**src/common/dam_pkg.sv**
```systemverilog
// constants, register map and state type of the drive attenuator / meter mode block
// assumes a 125 MHz system clock and classic wishbone register access
package dam_pkg;
    // clock and tick timing
    localparam int CLK_PERIOD_NS = 8;
    localparam int TICK_PERIOD_NS = 1000000;
    localparam int TICK_PERIOD_MS = 1;
    localparam int TICK_CYCLES = TICK_PERIOD_NS / CLK_PERIOD_NS;
    // delay intervals in their own unit
    localparam int INSERT_DELAY_MS = 500;
    localparam int RELEASE_DELAY_MS = 5000;
    localparam int TIMER_W = 13;
    localparam int DIV_W = 17;
    localparam logic [TIMER_W-1:0] INSERT_TICKS = TIMER_W'(INSERT_DELAY_MS / TICK_PERIOD_MS);
    localparam logic [TIMER_W-1:0] RELEASE_TICKS = TIMER_W'(RELEASE_DELAY_MS / TICK_PERIOD_MS);
    // register byte offsets
    localparam logic [3:0] CTRL_OFFSET = 4'h0;
    localparam logic [3:0] STATUS_OFFSET = 4'h4;
    // control register fields and reset value
    localparam int CTRL_CHOICE_BIT = 0;
    localparam int CTRL_ISOLATE_BIT = 1;
    localparam logic [1:0] CTRL_RESET = 2'h1;
    // status register fields
    localparam int STAT_STATE_LSB = 0;
    localparam int STAT_HIGH_BIT = 2;
    localparam int STAT_LOW_BIT = 3;
    localparam int STAT_MEAN_BIT = 4;
    localparam int STAT_PIN_LSB = 5;
    // synchronised pin indices
    localparam int PIN_UPPER = 0;
    localparam int PIN_LOWER = 1;
    localparam int PIN_TUNE_CMD = 2;
    localparam int PIN_TUNE_STATE = 3;
    localparam int PIN_REMOTE_N = 4;
    localparam int PIN_METER_SEL = 5;
    localparam int PIN_COUNT = 6;
    // insertion states, gray along idle-arm-insert-release
    typedef enum logic [1:0] {
        DAM_IDLE = 2'h0,
        DAM_ARMING = 2'h1,
        DAM_INSERTED = 2'h3,
        DAM_RELEASING = 2'h2
    } dam_state_t;
endpackage

```
**src/common/dam_timer_if.sv**
```systemverilog
// link between the insertion state machine and its delay timer
// assumes both ends run on the same system clock
`timescale 1ns/1ps
interface dam_timer_if;
    logic start; // clears and runs the timer
    logic [12:0] target; // interval in ticks
    logic done; // high in the last cycle of the interval
    modport ctrl(output start, output target, input done);
    modport timer(input start, input target, output done);
endinterface

```
**src/design/dam_delay_timer.sv**
```systemverilog
// tick divider plus tick counter that marks the end of a delay interval
// assumes start is a one-cycle pulse from logic on the same clock
`timescale 1ns/1ps
module dam_delay_timer import dam_pkg::*; #(
    parameter int TICK_CYCLES_P = TICK_CYCLES
) (
    input wire logic clk,
    input wire logic rst,
    dam_timer_if.timer tmr
);
    logic [DIV_W-1:0] divReg, divNext; // cycles within a tick
    logic [TIMER_W-1:0] tickReg, tickNext; // whole ticks elapsed
    logic runReg, runNext; // counting since first start
    logic wrap; // last cycle of a tick

    assign wrap = (divReg == DIV_W'(TICK_CYCLES_P - 1));
    // done is exact to the cycle: interval = target * tick length
    assign tmr.done = runReg && wrap && (tickReg == tmr.target - TIMER_W'(1));

    // next counter values
    always_comb begin
        divNext = divReg;
        tickNext = tickReg;
        runNext = runReg;
        if (tmr.start) begin
            divNext = '0;
            tickNext = '0;
            runNext = 1'b1;
        end else if (runReg) begin
            if (wrap) begin
                divNext = '0;
                tickNext = tickReg + TIMER_W'(1);
            end else begin
                divNext = divReg + DIV_W'(1);
            end
        end
    end

    // counter registers
    always_ff @(posedge clk) begin
        if (rst) begin
            divReg <= '0;
            tickReg <= '0;
            runReg <= 1'b0;
        end else begin
            divReg <= divNext;
            tickReg <= tickNext;
            runReg <= runNext;
        end
    end
endmodule

```
**src/design/dam_attn_meter_ctrl.sv**
```systemverilog
// drive attenuator insertion control and meter mean/peak selection
// assumes detector outputs and control pins are asynchronous levels,
// and a classic wishbone master on the system clock
//
// The register offsets and register access over Wishbone were left to the implementer.
`timescale 1ns/1ps

// What this block does
// - insert relay 0.5 s after upper detection
// - control bit picks high or low rating relay
// - relay held until lower detector reports
// - release relay about 5 s after low
// - tune command clears insertion state at once
// - isolate bit disables insertion by blanking input
// - remote, tuned, select low: mean output, indicator
// - remote, tuned, select high: peak output, indicator
// - local mode ignores remote meter select
// - local mode picks peak once tuned
// - tune state high forces mean metering
module dam_attn_meter_ctrl import dam_pkg::*; #(
    parameter int TICK_CYCLES_P = TICK_CYCLES
) (
    input wire logic clk,
    input wire logic rst,
    input wire logic upperLevelDetector,
    input wire logic lowerLevelDetector,
    input wire logic tuneCommandIn,
    input wire logic tuneStateIn,
    input wire logic remoteModeInN,
    input wire logic remoteMeterSelectIn,
    input wire logic wb_cyc_i,
    input wire logic wb_stb_i,
    input wire logic wb_we_i,
    input wire logic [3:0] wb_adr_i,
    input wire logic [3:0] wb_sel_i,
    input wire logic [31:0] wb_dat_i,
    output logic [31:0] wb_dat_o,
    output logic wb_ack_o,
    output logic attnRelayHighRating,
    output logic attnRelayLowRating,
    output logic meterMeanSelectOut,
    output logic meanIndicator,
    output logic peakIndicator
);
    // relay energised in this state
    function automatic logic relayOn(input dam_state_t s);
        relayOn = (s == DAM_INSERTED) || (s == DAM_RELEASING);
    endfunction

    // pin synchroniser stages
    logic [PIN_COUNT-1:0] pinRaw; // gathered asynchronous pins
    logic [PIN_COUNT-1:0] syncA_reg, syncA_next; // first stage, read by second only
    logic [PIN_COUNT-1:0] syncB_reg, syncB_next; // second stage, safe to use

    // insertion state
    dam_state_t state_reg, state_next;
    logic highRelay_reg, highRelay_next;
    logic lowRelay_reg, lowRelay_next;

    // meter selection state
    logic meanSel_reg, meanSel_next;
    logic meanInd_reg, meanInd_next;
    logic peakInd_reg, peakInd_next;

    // register file and bus
    logic [1:0] ctrl_reg, ctrl_next; // relay choice and isolate bits
    logic ack_reg, ack_next;
    logic [31:0] rdData_reg, rdData_next;
    logic reqValid; // new bus request this cycle

    // qualified detector levels
    logic upperQ, lowQ, tuneCmd, isolate, choiceHigh;

    dam_timer_if tmrIf();

    // one shared timer for both delays
    dam_delay_timer #(
        .TICK_CYCLES_P(TICK_CYCLES_P)
    ) uTimer (
        .clk(clk),
        .rst(rst),
        .tmr(tmrIf)
    );

    assign pinRaw = {remoteMeterSelectIn, remoteModeInN, tuneStateIn,
                     tuneCommandIn, lowerLevelDetector, upperLevelDetector};

    // synchroniser next values
    always_comb begin
        syncA_next = pinRaw;
        syncB_next = syncA_reg;
    end

    // synchroniser registers
    always_ff @(posedge clk) begin
        if (rst) begin
            syncA_reg <= '0;
            syncB_reg <= '0;
        end else begin
            syncA_reg <= syncA_next;
            syncB_reg <= syncB_next;
        end
    end

    assign isolate = ctrl_reg[CTRL_ISOLATE_BIT];
    assign choiceHigh = ctrl_reg[CTRL_CHOICE_BIT];
    // isolation makes the sensed level read as zero current
    assign upperQ = syncB_reg[PIN_UPPER] & ~isolate;
    assign lowQ = syncB_reg[PIN_LOWER] | isolate;
    assign tuneCmd = syncB_reg[PIN_TUNE_CMD];
    // interval chosen by the running phase
    assign tmrIf.target = (state_reg == DAM_RELEASING) ? RELEASE_TICKS : INSERT_TICKS;

    // insertion state machine next values
    always_comb begin
        state_next = state_reg;
        tmrIf.start = 1'b0;
        case (state_reg)
            // waiting for overload
            DAM_IDLE: begin
                if (upperQ) begin
                    state_next = DAM_ARMING;
                    tmrIf.start = 1'b1;
                end
            end
            // insert delay runs regardless of the level
            DAM_ARMING: begin
                if (tmrIf.done) begin
                    state_next = DAM_INSERTED;
                end
            end
            // hold until level drops
            DAM_INSERTED: begin
                if (lowQ && !upperQ) begin
                    state_next = DAM_RELEASING;
                    tmrIf.start = 1'b1;
                end
            end
            // release delay, cancelled by a new overload
            DAM_RELEASING: begin
                if (upperQ) begin
                    state_next = DAM_INSERTED;
                end else if (tmrIf.done) begin
                    state_next = DAM_IDLE;
                end
            end
            default: begin
                state_next = DAM_IDLE;
            end
        endcase
        // tune command wins over everything
        if (tuneCmd) begin
            state_next = DAM_IDLE;
            tmrIf.start = 1'b0;
        end
        // relays follow the next state so they leave a flop
        highRelay_next = relayOn(state_next) && choiceHigh;
        lowRelay_next = relayOn(state_next) && !choiceHigh;
    end

    // insertion registers
    always_ff @(posedge clk) begin
        if (rst) begin
            state_reg <= DAM_IDLE;
            highRelay_reg <= 1'b0;
            lowRelay_reg <= 1'b0;
        end else begin
            state_reg <= state_next;
            highRelay_reg <= highRelay_next;
            lowRelay_reg <= lowRelay_next;
        end
    end

    // meter mode next values
    always_comb begin
        if (syncB_reg[PIN_TUNE_STATE]) begin
            meanSel_next = 1'b1;
        end else if (!syncB_reg[PIN_REMOTE_N]) begin
            // remote: low select means mean
            meanSel_next = !syncB_reg[PIN_METER_SEL];
        end else begin
            // local: select pin not looked at
            meanSel_next = 1'b0;
        end
        meanInd_next = meanSel_next;
        peakInd_next = !meanSel_next;
    end

    // meter mode registers
    always_ff @(posedge clk) begin
        if (rst) begin
            meanSel_reg <= 1'b1;
            meanInd_reg <= 1'b1;
            peakInd_reg <= 1'b0;
        end else begin
            meanSel_reg <= meanSel_next;
            meanInd_reg <= meanInd_next;
            peakInd_reg <= peakInd_next;
        end
    end

    assign reqValid = wb_cyc_i && wb_stb_i && !ack_reg;

    // bus slave next values: answer one cycle after the request
    always_comb begin
        ack_next = reqValid;
        ctrl_next = ctrl_reg;
        rdData_next = 32'h0;
        if (reqValid && wb_we_i && wb_sel_i[0] && (wb_adr_i == CTRL_OFFSET)) begin
            ctrl_next = wb_dat_i[1:0];
        end
        if (reqValid && !wb_we_i) begin
            case (wb_adr_i)
                // control readback
                CTRL_OFFSET: begin
                    rdData_next[1:0] = ctrl_reg;
                end
                // live block state
                STATUS_OFFSET: begin
                    rdData_next[STAT_STATE_LSB +: 2] = state_reg;
                    rdData_next[STAT_HIGH_BIT] = highRelay_reg;
                    rdData_next[STAT_LOW_BIT] = lowRelay_reg;
                    rdData_next[STAT_MEAN_BIT] = meanSel_reg;
                    rdData_next[STAT_PIN_LSB +: PIN_COUNT] = syncB_reg;
                end
                // unmapped reads as zero
                default: begin
                    rdData_next = 32'h0;
                end
            endcase
        end
    end

    // bus slave registers
    always_ff @(posedge clk) begin
        if (rst) begin
            ack_reg <= 1'b0;
            ctrl_reg <= CTRL_RESET;
            rdData_reg <= 32'h0;
        end else begin
            ack_reg <= ack_next;
            ctrl_reg <= ctrl_next;
            rdData_reg <= rdData_next;
        end
    end

    assign wb_ack_o = ack_reg;
    assign wb_dat_o = rdData_reg;
    assign attnRelayHighRating = highRelay_reg;
    assign attnRelayLowRating = lowRelay_reg;
    assign meterMeanSelectOut = meanSel_reg;
    assign meanIndicator = meanInd_reg;
    assign peakIndicator = peakInd_reg;
endmodule

```
**config.mk**
```make
export PLATFORM = sky130hd
export DESIGN_NAME = dam_attn_meter_ctrl
export DESIGN_NICKNAME = d
export VERILOG_FILES = /design/src/common/dam_pkg.sv /design/src/common/dam_timer_if.sv /design/src/design/dam_delay_timer.sv /design/src/design/dam_attn_meter_ctrl.sv
export SDC_FILE = /design/constraint.sdc
export NUM_CORES = 1
export LEC_CHECK = 0
export BUFFER_PORTS_ARGS = -buffer_cell sky130_fd_sc_hd__buf_2
export CAP_MARGIN = 25
export CORE_MARGIN = 5
export CORE_UTILIZATION = 46
export CTS_CLUSTER_DIAMETER = 60
export CTS_CLUSTER_SIZE = 8
export DETAILED_ROUTE_END_ITERATION = 8
export GPL_TIMING_DRIVEN = 1
export PLACE_DENSITY = 0.86
export SLEW_MARGIN = 40
export SYNTH_ARGS = -nofsm -noshare
export SYNTH_HDL_FRONTEND = slang
export SYNTH_SLANG_ARGS = --single-unit
```
**constraint.sdc**
```tcl
create_clock -name clk -period 2.3 [get_ports clk]
set_clock_uncertainty 0.15 [all_clocks]
set_input_delay 0.46 -clock clk [delete_from_list [all_inputs] [get_ports clk]]
set_output_delay 0.46 -clock clk [all_outputs]
set_load 0.01 [all_outputs]
```
-- Word-level counts from Yosys, hierarchy flattened
Cells that the tools add are included.
- muxes and demuxes: 16
- equal/unequal tests: 8
- bitwise logic cells: 5
- reductions and logical operators: 24
- add/subtract/negate cells: 3
- operators with widths (operator ; number):
    adder 17 x 1 -> 17 bit (second input constant) ; 1
    == test 17 bit (second input constant) ; 1
    2-to-1 mux 17 bit ; 1
    adder 13 x 1 -> 13 bit (second input constant) ; 1
    == test 13 bit ; 1
    2-to-1 mux 13 bit ; 1
    subtractor 13 x 1 -> 13 bit (second input constant) ; 1
    2-to-1 mux 2 bit ; 6
    logical AND 1 bit ; 11
    == test 2 bit (second input constant) ; 4
    one-hot mux 2 bit (4 select lines) ; 1
    logical NOT 1 bit ; 6
    2-to-1 mux 1 bit ; 5
    == test 4 x 3 -> 1 bit (second input constant) ; 1
    logical NOT 4 bit ; 1
    one-hot mux 2 bit (2 select lines) ; 1
    OR reduction 2 bit ; 2
    inverter 1 bit ; 3
    OR reduction 3 bit ; 1
    == test 2 x 1 -> 1 bit (second input constant) ; 1
    logical NOT 2 bit ; 1
    one-hot mux 1 bit (2 select lines) ; 1
    AND reduction 2 bit ; 1
    bitwise AND 1 bit ; 1
    other kinds (2) ; 2
- bits of input ports: 51
- word-level logic and storage cells: 71
- register bits: 84
- output and inout bits: 38

-- Logic depth before layout (Yosys ltp)
Gate-level depths: netlist of the first run.
- depth after elaboration: 12
- depth in mapped cells: 7
- gate-level depth less buffers: 6

-- Modules after synthesis
From an unflattened synthesis of the first run, not the netlist that was laid out.
- cell total of the unflattened synthesis: 345
- area total of the unflattened synthesis: 3140.5 sq um
- modules (own cells, without submodules) (module ; cells each ; area each (sq um) ; seq. area each (sq um) ; times used):
    dam_delay_timer ; 214 ; 1796.7 ; 620.6 ; 1
    dam_attn_meter_ctrl ; 131 ; 1343.8 ; 640.6 ; 1

-- Worst setup path before layout of the first run
No wires, ideal clock.
- path type: reg2reg
- from: register uTimer.divReg[3]
- to: register highRelay_reg, in the netlist attnRelayHighRating
- setup slack: -11 ps
- cell stages (with the launch flop): 6
- data required time: 2078 ps
- arrival time: 2090 ps
- cells stage by stage: dfxtp_1 or4_1 or4_1 buf_2 a2111oi_4 mux2i_1
- word-level cells in the longest chain between the ends: 10
- RTL lines (item ; RTL line ; text):
    from (decl) ; dam_delay_timer.sv:11 ; logic [DIV_W-1:0] divReg, divNext;
    from (signal assigned) ; dam_delay_timer.sv:46 ; divReg <= divNext;
    == test 17 bit (*) ; dam_delay_timer.sv:16 ; assign wrap = (divReg == DIV_W'(TICK_CYCLES_P - 1));
    logical AND 1 bit (*) (2 in series) ; dam_delay_timer.sv:18 ; assign tmr.done = runReg && wrap && (tickReg == tmr.target - TIMER_W'(1));
    2-to-1 mux 2 bit ; dam_attn_meter_ctrl.sv:143 ; end else if (tmrIf.done) begin
    2-to-1 mux 2 bit ; dam_attn_meter_ctrl.sv:141 ; if (upperQ) begin
    one-hot mux 2 bit (4 select lines) (*) ; dam_attn_meter_ctrl.sv:118 ; case (state_reg)
    2-to-1 mux 2 bit (*) ; dam_attn_meter_ctrl.sv:152 ; if (tuneCmd) begin
    == test 2 bit ; dam_attn_meter_ctrl.sv:47 ; relayOn = (s == DAM_INSERTED) || (s == DAM_RELEASING);
    logical OR 1 bit (*) ; dam_attn_meter_ctrl.sv:47 ;
    logical AND 1 bit (*) ; dam_attn_meter_ctrl.sv:157 ; highRelay_next = relayOn(state_next) && choiceHigh;
    to (signal assigned) ; dam_attn_meter_ctrl.sv:169 ; highRelay_reg <= highRelay_next;
    to (decl) ; dam_attn_meter_ctrl.sv:57 ; logic highRelay_reg, highRelay_next;
Mark *: on every way between the ends. The rest lies on a longest branch, timed or not.
A chain may end at the register's enable or synchronous reset.

-- Worst setup path in the final report of the first run
- from: register uTimer.divReg[10]
- to: register state_reg[1]
- word-level cells in the longest chain between the ends: 7
- RTL lines (item ; RTL line ; text):
    == test 17 bit (*) ; dam_delay_timer.sv:16 ;
    logical AND 1 bit (*) (2 in series) ; dam_delay_timer.sv:18 ;
    2-to-1 mux 2 bit ; dam_attn_meter_ctrl.sv:143 ;
    2-to-1 mux 2 bit ; dam_attn_meter_ctrl.sv:141 ;
    one-hot mux 2 bit (4 select lines) (*) ; dam_attn_meter_ctrl.sv:118 ;
    2-to-1 mux 2 bit (*) ; dam_attn_meter_ctrl.sv:152 ;
    to (signal assigned) ; dam_attn_meter_ctrl.sv:168 ; state_reg <= state_next;
    to (decl) ; dam_attn_meter_ctrl.sv:56 ; dam_state_t state_reg, state_next;
Marks and branches as above.

==> results.yml, run 1 <==
clocking:
  cts.clk_slew.worst_paths_ns: 0.07
  clk_latency_ns: 0.34
  htreeDepth: 3
  cts_tree: "yes"
  root_buffer: "clkbuf_8"
  numCtsBuffers: 9
  cts_max_path_buffers: 2
  postCtsSetupBuffers: 0
  cts_sinks: 63
detailed_routing:
  routed_via_density: 5.32
  wl_per_cell_um: 13.0
  wl_um: 6090
  dr.first_iter.drc_count: 185
  ant_nets: 0
  drc_errors: 0
  vias: 2491
  dr.pass1.iters: 4
floorplanning:
  die-area_sq_um: 8080
  start_util_pct: 46.8
  fp.coreArea_sq_um: 6280
  die_h_um: 89.9
  pin_count: 89
  die_width_um: 89.9
  rows: 29
timing:
  worst_slack_ns: 0.0487
  hold_ws_ns: 0.175
  relSlewSlack_pct: 59.8
  hold_viol: 0
  layout_min_cycle_time_ns: 2.25
  post-route-period-util_pct: 97.9
  setup_viol: 0
  rsz0062_at_grt: "yes"
  drv_slew: 0
  worst_slew_pin_slew_ns: 0.597
  clock.fmax_ghz: 0.444
layout:
  largest_reg_flops: 17
  fill_cells: 549
  layout-drive-gt1-share_pct: 22.8
  antennaDiodeCount: 0
  finalNetCount: 444
  layout_commonest_cell: "dfxtp_1"
  area_delta_synth_final_pct: 19.6
  mostFrequentLayoutCells: "dfxtp_1 (63), buf_2 (34), buf_4 (28)"
  top_register: "uTimer.divReg"
critical_path:
  r2r_cells: 6
  crit_path_start_kind: "flip-flop"
  cp_data_required_time_ns: 2.41
  end_kind: "flip-flop"
  r2r_start: "uTimer.divReg[10]$_SDFFE_PP0P_"
  reg2reg_slack_ns: 0.05
  r2r-end: "state_reg[1]$_SDFF_PP0_"
  crit_arrival_ns: 2.36
  cp_max_fo: 4
  crit_type: "reg -> reg"
job:
  max_cap_violations: 0
yosys:
  syn-cell-area_sq_um: 2940
  yosys_warnings: 0
  ys_seq_area_share_pct: 42.9
  synth-seq-cells: 63
  syn_avg_cell_area_sq_um: 9.01
  synth_cell_types: 40
  yosysTopAreaCell: "dfxtp_1"
  synth_cells: 326
  synth.area.top_cells: "dfxtp_1 (43%), buf_4 (5.6%), mux2i_1 (4.4%), nor3_1 (4.3%), nand3_1 (3.1%)"
  synth_top_area_share_pct: 42.9
global_routing:
  grt_pass1_wl_um: 10200
  gr-total-overflow: 0
  grt_pass1_vias: 2300
  antenna_found_initial: 0
  grt_max_degree: 24
  track_usage_pct: 15.1
place:
  gp_congestion: 0.759
  hpwl_um: 4410
  pre_cts_ws_ns: -0.0895
  io_buffers: 34
min_path:
  hold_path.class: "in -> reg"
  holdPathStages: 2
  worstHoldStart: "remoteMeterSelectIn"
  holdPathEnd: "syncA_reg[5]$_SDFF_PP0_"
pwr:
  power_leakage_nw: 1.33
  peakVddDrop_v: 0.000411
  power.density_nw_per_um2: 742
status:
  status: "finished clean"
[power by group]
part | total [mW] | internal (mW) | switching, mW
Sequential | 1.15 | 1.13 | 0.0207
Clock | 0.982 | 0.533 | 0.449
Combinational | 0.473 | 0.192 | 0.281
[cells by family after synthesis]
kind of cell	synth area share, %
other	0.128
XOR/XNOR	4.17
AO/OA/AOI/OAI	9.03
buffers and inverters	8.82
flip-flops	42.9
adder cells (fa/ha/maj)	2.98
multiplexers	4.43
AND/OR/NAND/NOR	27.5
[what timing repair did]
item / in CTS / in global routing
hold buffers: 0 / 0
gates resized for setup: 3 / 2
pin swaps: 1 / 1
setup endpoints to repair: 24 / 5
[synth_stat cells (all sizes together)]
cell type	number
or2	1
nand2b	2
ha	7
or4bb	1
nor2	14
a211o	1
nor2b	14
xnor2	10
nand2	18
o21a	1
nand3	18
dfxtp	63
mux2i	13
a2111o	1
a31oi	2
a21oi	10
inv	12
a211oi	2
and3	2
o2111ai	4
a31o	2
o211ai	3
o31ai	3
nor3	25
or4	6
buf	26
clkbuf	8
and2	10
conb	1
or3	8
nand4	9
or4b	1
a2111oi	1
o21ai	7
nor4	7
xor2	4
nand3b	7
nand4bb	2
[worst max-delay path by stage]
stage	start	slack (ns)	to	cells after the start
6_report	uTimer.divReg[10]$_SDFFE_PP0P_	0.05	state_reg[1]$_SDFF_PP0_	6
5_1_grt	uTimer.divReg[10]$_SDFFE_PP0P_	-0.07	attnRelayLowRating$_SDFF_PP0_	6
4_1_cts	uTimer.divReg[10]$_SDFFE_PP0P_	0.03	state_reg[1]$_SDFF_PP0_	6
3_5_place_dp	uTimer.divReg[3]$_SDFFE_PP0P_	-0.09	attnRelayLowRating$_SDFF_PP0_	6
3_3_place_gp	uTimer.divReg[3]$_SDFFE_PP0P_	-0.08	uTimer.tickReg[11]$_SDFFE_PP0P_	5
2_1_floorplan	uTimer.divReg[3]$_SDFFE_PP0P_	0.007	uTimer.tickReg[10]$_SDFFE_PP0P_	6
[routing by layer]
layer	wire length [um]	global-route usage, %
met4	140	8.68
met1	2670	18.0
met2	2990	24.3
met3	297	4.17
met5	0	0
[worst max-delay path, stage by stage (launching register included)]
cell and delay (ns):
dfxtp_1 0.31, or4bb_1 0.49, or4_4 0.50, buf_6 0.15, a2111oi_4 0.20, buf_4 0.20
mux2i_1 0.19
[per-stage QoR]
stage                     TNS (ns)  area (sq um)  total power [mW]  cells  util (%)
after floorplan                  0          3020              1.52    346         -
after global placement      -0.235          3290              1.61    452      52.3
after detailed placement    -0.739          3290              1.64    452      52.3
after CTS                        0          3500              2.63    468      55.8
after global routing        -0.209          3510              2.73    468      56.0
final                            0          3510              2.61    468      56.0
[layout make-up]
| cell class | count | area (sq um) | share of cell area, % |
|---|---|---|---|
| multi-input combinational | 237 | 1510 | 43.1 |
| clock buffer | 10 | 138 | 3.92 |
| tap | 77 | 96.3 | 2.74 |
| clock inverter | 6 | 68.8 | 1.96 |
| inverter | 12 | 45.0 | 1.28 |
| sequential | 63 | 1260 | 35.9 |
| timing repair buffer | 63 | 392 | 11.1 |
(Power assumes the default switching activity.)
==> inputs of run 2 (changes only) <==
- MAX_ROUTING_LAYER: default -> met4
==> run 2 against run 1 <==
Cell area is the same. Global-route usage grew 0.42 points. Via count grew 0.20%. Wire length is essentially flat. Worst setup slack is essentially flat. Final cell count is the same. Sequential power is essentially flat. Critical path type unchanged. Critical endpoint unchanged. Largest cell class unchanged. Largest power group unchanged.
==> results.yml, run 2 (synthesized netlist as in run 1, its figures left out) <==
status:
  status: "finished clean"
critical_path:
  end_kind: "flip-flop"
  cp_data_required_time_ns: 2.41
  cp_max_fo: 4
  path_cells: "or4bb_1, or4_4, buf_6, a2111oi_4, buf_4, mux2i_1"
  r2r-end: "state_reg[1]$_SDFF_PP0_"
  crit_path_start_kind: "flip-flop"
  crit_family: "simple AND/OR/NAND/NOR gates"
  cpPeakStageDelay_ns: 0.50
  setup.worst_path.end: "state_reg[1]$_SDFF_PP0_"
  r2r_start: "uTimer.divReg[10]$_SDFFE_PP0P_"
  reg2reg_slack_ns: 0.05
  cp-startpoint: "uTimer.divReg[10]$_SDFFE_PP0P_"
  r2r_cells: 6
  path_depth: 6
  crit_arrival_ns: 2.37
  path_buf_inv: 2
  critical_path.slowest_cell: "or4_4"
  crit_type: "reg -> reg"
layout:
  antennaDiodeCount: 0
  largest_reg_flops: 17
  top_register: "uTimer.divReg"
  layout_commonest_cell: "dfxtp_1"
  layout-drive-gt1-share_pct: 22.8
  mostFrequentLayoutCells: "dfxtp_1 (63), buf_2 (34), buf_4 (28)"
  finalNetCount: 444
  post-route-util_pct: 56.0
  fill_cells: 549
  area_delta_synth_final_pct: 19.6
  seq_area_sq_um: 1260
  final_area_sq_um: 3510
  multi_input_area_sq_um: 1510
detailed_routing:
  wl_um: 6090
  ant_nets: 0
  drc_errors: 0
  vias: 2496
  dr.pass1.iters: 4
  routed_via_density: 5.33
  dr.first_iter.drc_count: 190
  wl_per_cell_um: 13.0
timing:
  clock.fmax_ghz: 0.444
  worst_slack_ns: 0.0486
  relSlewSlack_pct: 58.8
  setup_tns_ns: 0
  post-route-period-util_pct: 97.9
  layout_min_cycle_time_ns: 2.25
  hold_viol: 0
  drv_slew: 0
  worst_slew_pin_slew_ns: 0.612
  rsz0062_at_grt: "yes"
  setup_viol: 0
place:
  io_buffers: 34
  postPlaceCellArea_sq_um: 3290
  pre_cts_ws_ns: -0.0895
  hpwl_um: 4410
  gp_congestion: 0.768
global_routing:
  grt_pass1_vias: 2299
  grt_pass1_wl_um: 10200
  gr-total-overflow: 0
  antenna_found_initial: 0
  grt_max_degree: 24
  track_usage_pct: 15.5
pwr:
  power.density_nw_per_um2: 742
  peakVddDrop_v: 0.000411
  power_leakage_nw: 1.33
min_path:
  holdPathStages: 2
  hold_path.class: "in -> reg"
clocking:
  postCtsSetupBuffers: 0
  cts_tree: "yes"
  holdBufCountCts: 0
  clk_latency_ns: 0.34
  htreeDepth: 3
  cts.clk_slew.worst_paths_ns: 0.07
  cts_max_path_buffers: 2
  root_buffer: "clkbuf_8"
  numCtsBuffers: 9
  cts_sinks: 63
floorplanning:
  fp.coreArea_sq_um: 6280
  die-area_sq_um: 8080
  die_width_um: 89.9
  die_h_um: 89.9
  start_util_pct: 46.8
  rows: 29
  pin_count: 89
job:
  max_cap_violations: 0
run 2: cell counts in the layout (fill, tap and decap cells not counted):
No cell type changed its count.
run 2: where the power goes:
part | total (mW) | internal [mW] | switching [mW] | leakage [nW]
clock | 0.982 | 0.533 | 0.449 | 0.0912
sequential | 1.15 | 1.13 | 0.0207 | 0.511
combinational | 0.474 | 0.192 | 0.282 | 0.730
run 2: final cells by class:
cell class / count / area share [%]
clock buffer: 10 / 3.92
clock inverter: 6 / 1.96
inverter: 12 / 1.28
multi-input combinational: 237 / 43.1
sequential: 63 / 35.9
tap: 77 / 2.74
timing repair buffer: 63 / 11.1
run 2: metal layers:
metal	up-vias	track usage (%)	share of wire [%]
li1	1243	-	-
met1	1174	18.2	44
met2	66	24.3	49
met3	13	3.84	4.8
met4	0	8.68	2.4
met5	-	-	0
run 2: through the flow:
step           power (mW)  hold WS, ns  std cells
6_report             2.61        0.175        468
5_1_grt              2.73        0.176        468
4_1_cts              2.63        0.161        468
3_5_place_dp         1.64        0.276        452
3_3_place_gp         1.61        0.270        452
2_1_floorplan        1.52        0.264        346
run 2: what timing repair did:
action                     4_1_cts  5_1_grt
gates resized for setup          3        2
pin swaps                        1        1
setup endpoints to repair       24        5
run 2: worst min-delay path by stage:
stage | endpoint | from | slack (ns)
final | syncA_reg[5]$_SDFF_PP0_ | remoteMeterSelectIn | 0.17
after global routing | syncA_reg[4]$_SDFF_PP0_ | remoteModeInN | 0.18
after CTS | syncA_reg[5]$_SDFF_PP0_ | remoteMeterSelectIn | 0.16
after detailed placement | syncB_reg[1]$_SDFF_PP0_ | syncA_reg[1]$_SDFF_PP0_ | 0.28
after global placement | syncB_reg[4]$_SDFF_PP0_ | syncA_reg[4]$_SDFF_PP0_ | 0.27
after floorplan | syncB_reg[0]$_SDFF_PP0_ | syncA_reg[0]$_SDFF_PP0_ | 0.26
==> inputs of run 3 (changes only) <==
- CORE_UTILIZATION: 46 -> 55
- HOLD_SLACK_MARGIN: default -> 0.15
- PLACE_DENSITY: 0.86 -> 0.95
- clock period: 2.3 -> 2.6 ns (I/O delays scaled with it)
==> run 3 against run 2 <==
Sequential share of layout area increased by 1.4 points. Sequential cell count unchanged. Via count decreased by 0.92%. Register-to-register slack improved by 0.05 ns. Final cell count decreased by 4.9%. Count of clock-buffer cells in the layout decreased by 1. Worst hold slack improved by 0.058 ns. Combinational power decreased by 22%. Largest cell class unchanged.
==> results.yml, run 3 (synthesized netlist as in run 1, its figures left out) <==
place:
  io_buffers: 34
  postPlaceCellArea_sq_um: 3150
  pre_cts_ws_ns: 0.118
  dp.cells: 428
  hpwl_um: 4660
  gp_congestion: 0.911
critical_path:
  path_cells: "inv_1, ha_1, or4b_2, a2111oi_4, buf_4, mux2i_1"
  crit_type: "reg -> reg"
  cp_data_required_time_ns: 2.72
  end_kind: "flip-flop"
  cp_max_fo: 6
  crit_path_start_kind: "flip-flop"
  crit_arrival_ns: 2.62
  critical_path.slowest_cell: "or4b_2"
  r2r_cells: 6
  cpPeakStageDelay_ns: 0.68
floorplanning:
  die_width_um: 83.1
  die-area_sq_um: 6900
  fp.coreArea_sq_um: 5140
  die_h_um: 83.1
  pin_count: 89
  start_util_pct: 57.2
  rows: 26
global_routing:
  gr-total-overflow: 0
  grt_max_degree: 24
  grt_pass1_wl_um: 11100
  track_usage_pct: 20.2
  grt_pass1_vias: 2414
  antenna_found_initial: 0
clocking:
  clk_latency_ns: 0.35
  htreeDepth: 3
  cts_max_path_buffers: 2
  cts.clk_slew.worst_paths_ns: 0.07
  root_buffer: "clkbuf_8"
  numCtsBuffers: 9
  cts_tree: "yes"
  holdBufCountCts: 0
  cts_sinks: 63
status:
  status: "finished clean"
layout:
  layout-drive-gt1-share_pct: 18.4
  mostFrequentLayoutCells: "dfxtp_1 (63), buf_2 (34), nor3_1 (25)"
  finalNetCount: 428
  antennaDiodeCount: 0
  fin_cells: 445
  layout_commonest_cell: "dfxtp_1"
  top_register: "uTimer.divReg"
  largest_reg_flops: 17
  area_delta_synth_final_pct: 15.1
  final_area_sq_um: 3380
timing:
  worst_slew_pin_slew_ns: 0.613
  setup_viol: 0
  post-route-period-util_pct: 96.3
  layout_min_cycle_time_ns: 2.50
  worst_slack_ns: 0.0968
  hold_viol: 0
  clock.fmax_ghz: 0.399
  relSlewSlack_pct: 58.8
  drv_slew: 0
  hold_ws_ns: 0.232
detailed_routing:
  wl_per_cell_um: 14.6
  routed_via_density: 5.56
  dr.first_iter.drc_count: 273
  vias: 2473
  ant_nets: 0
  dr.pass1.iters: 4
  wl_um: 6510
  drc_errors: 0
job:
  max_cap_violations: 0
pwr:
  power_leakage_nw: 1.26
  power.density_nw_per_um2: 694
  peakVddDrop_v: 0.000621
  power.total_mw: 2.35
min_path:
  holdPathStages: 2
  hold_path.class: "in -> reg"
[run 3: cell count changes in the layout (fill, tap and decap cells not counted), sizes merged]
cell / before / now
inv: 13 / 12
buf: 63 / 47
bufinv: 1 / 2
clkinv: 0 / 3
clkbuf: 10 / 9
clkinvlp: 4 / 2
[run 3: per-stage QoR]
stage	util (%)	setup TNS, ns
6_report	65.8	0
5_1_grt	65.8	-0.0137
4_1_cts	65.5	0
3_5_place_dp	61.2	0
3_3_place_gp	61.2	0
2_1_floorplan	-	0
[run 3: area by class of cell]
| type | instances | area (sq um) |
|---|---|---|
| Sequential cell | 63 | 1260 |
| Tap cell | 70 | 87.6 |
| Clock inverter | 7 | 97.6 |
| Multi-Input combinational cell | 237 | 1500 |
| Inverter | 12 | 45.0 |
| Clock buffer | 9 | 124 |
| Timing Repair Buffer | 47 | 268 |
| Fill cell | 406 | 1760 |
[run 3: timing repair]
item                       CTS  global route
setup endpoints to repair    0             4
gates resized for setup      0             1
buffers inserted             0             1
[run 3: per-layer routing]
| layer | global-route usage [%] | wire length [um] | vias to the layer above |
|---|---|---|---|
| li1 | - | - | 1202 |
| met2 | 34.3 | 3340 | 86 |
| met5 | - | 0 | - |
| met3 | 5.15 | 388 | 15 |
| met1 | 22.4 | 2660 | 1170 |
| met4 | 9.21 | 125 | 0 |
[run 3: worst paths after layout]
check / from / to / slack [ns]
worst max-delay path: state_reg[0]$_SDFF_PP0_ / state_reg[1]$_SDFF_PP0_ / 0.1
worst min-delay path: lowerLevelDetector / syncA_reg[1]$_SDFF_PP0_ / 0.23
worst max register to register: state_reg[0]$_SDFF_PP0_ / state_reg[1]$_SDFF_PP0_ / 0.1
worst min register to register: syncA_reg[4]$_SDFF_PP0_ / syncB_reg[4]$_SDFF_PP0_ / 0.29
[run 3: report_power, final]
part | leakage, nW | internal (mW) | switching, mW
combinational | 0.648 | 0.142 | 0.230
clock | 0.105 | 0.540 | 0.393
sequential | 0.511 | 1.00 | 0.0410
[run 3: worst max-delay path, delay by kind of cell, from the launching register on]
kind / cells / cell delay [ns]
flops: 1 / 0.46
simple gates: 1 / 0.68
buf+inv: 2 / 0.34
compound gates: 1 / 0.36
mux: 1 / 0.20
fa+ha+maj: 1 / 0.24
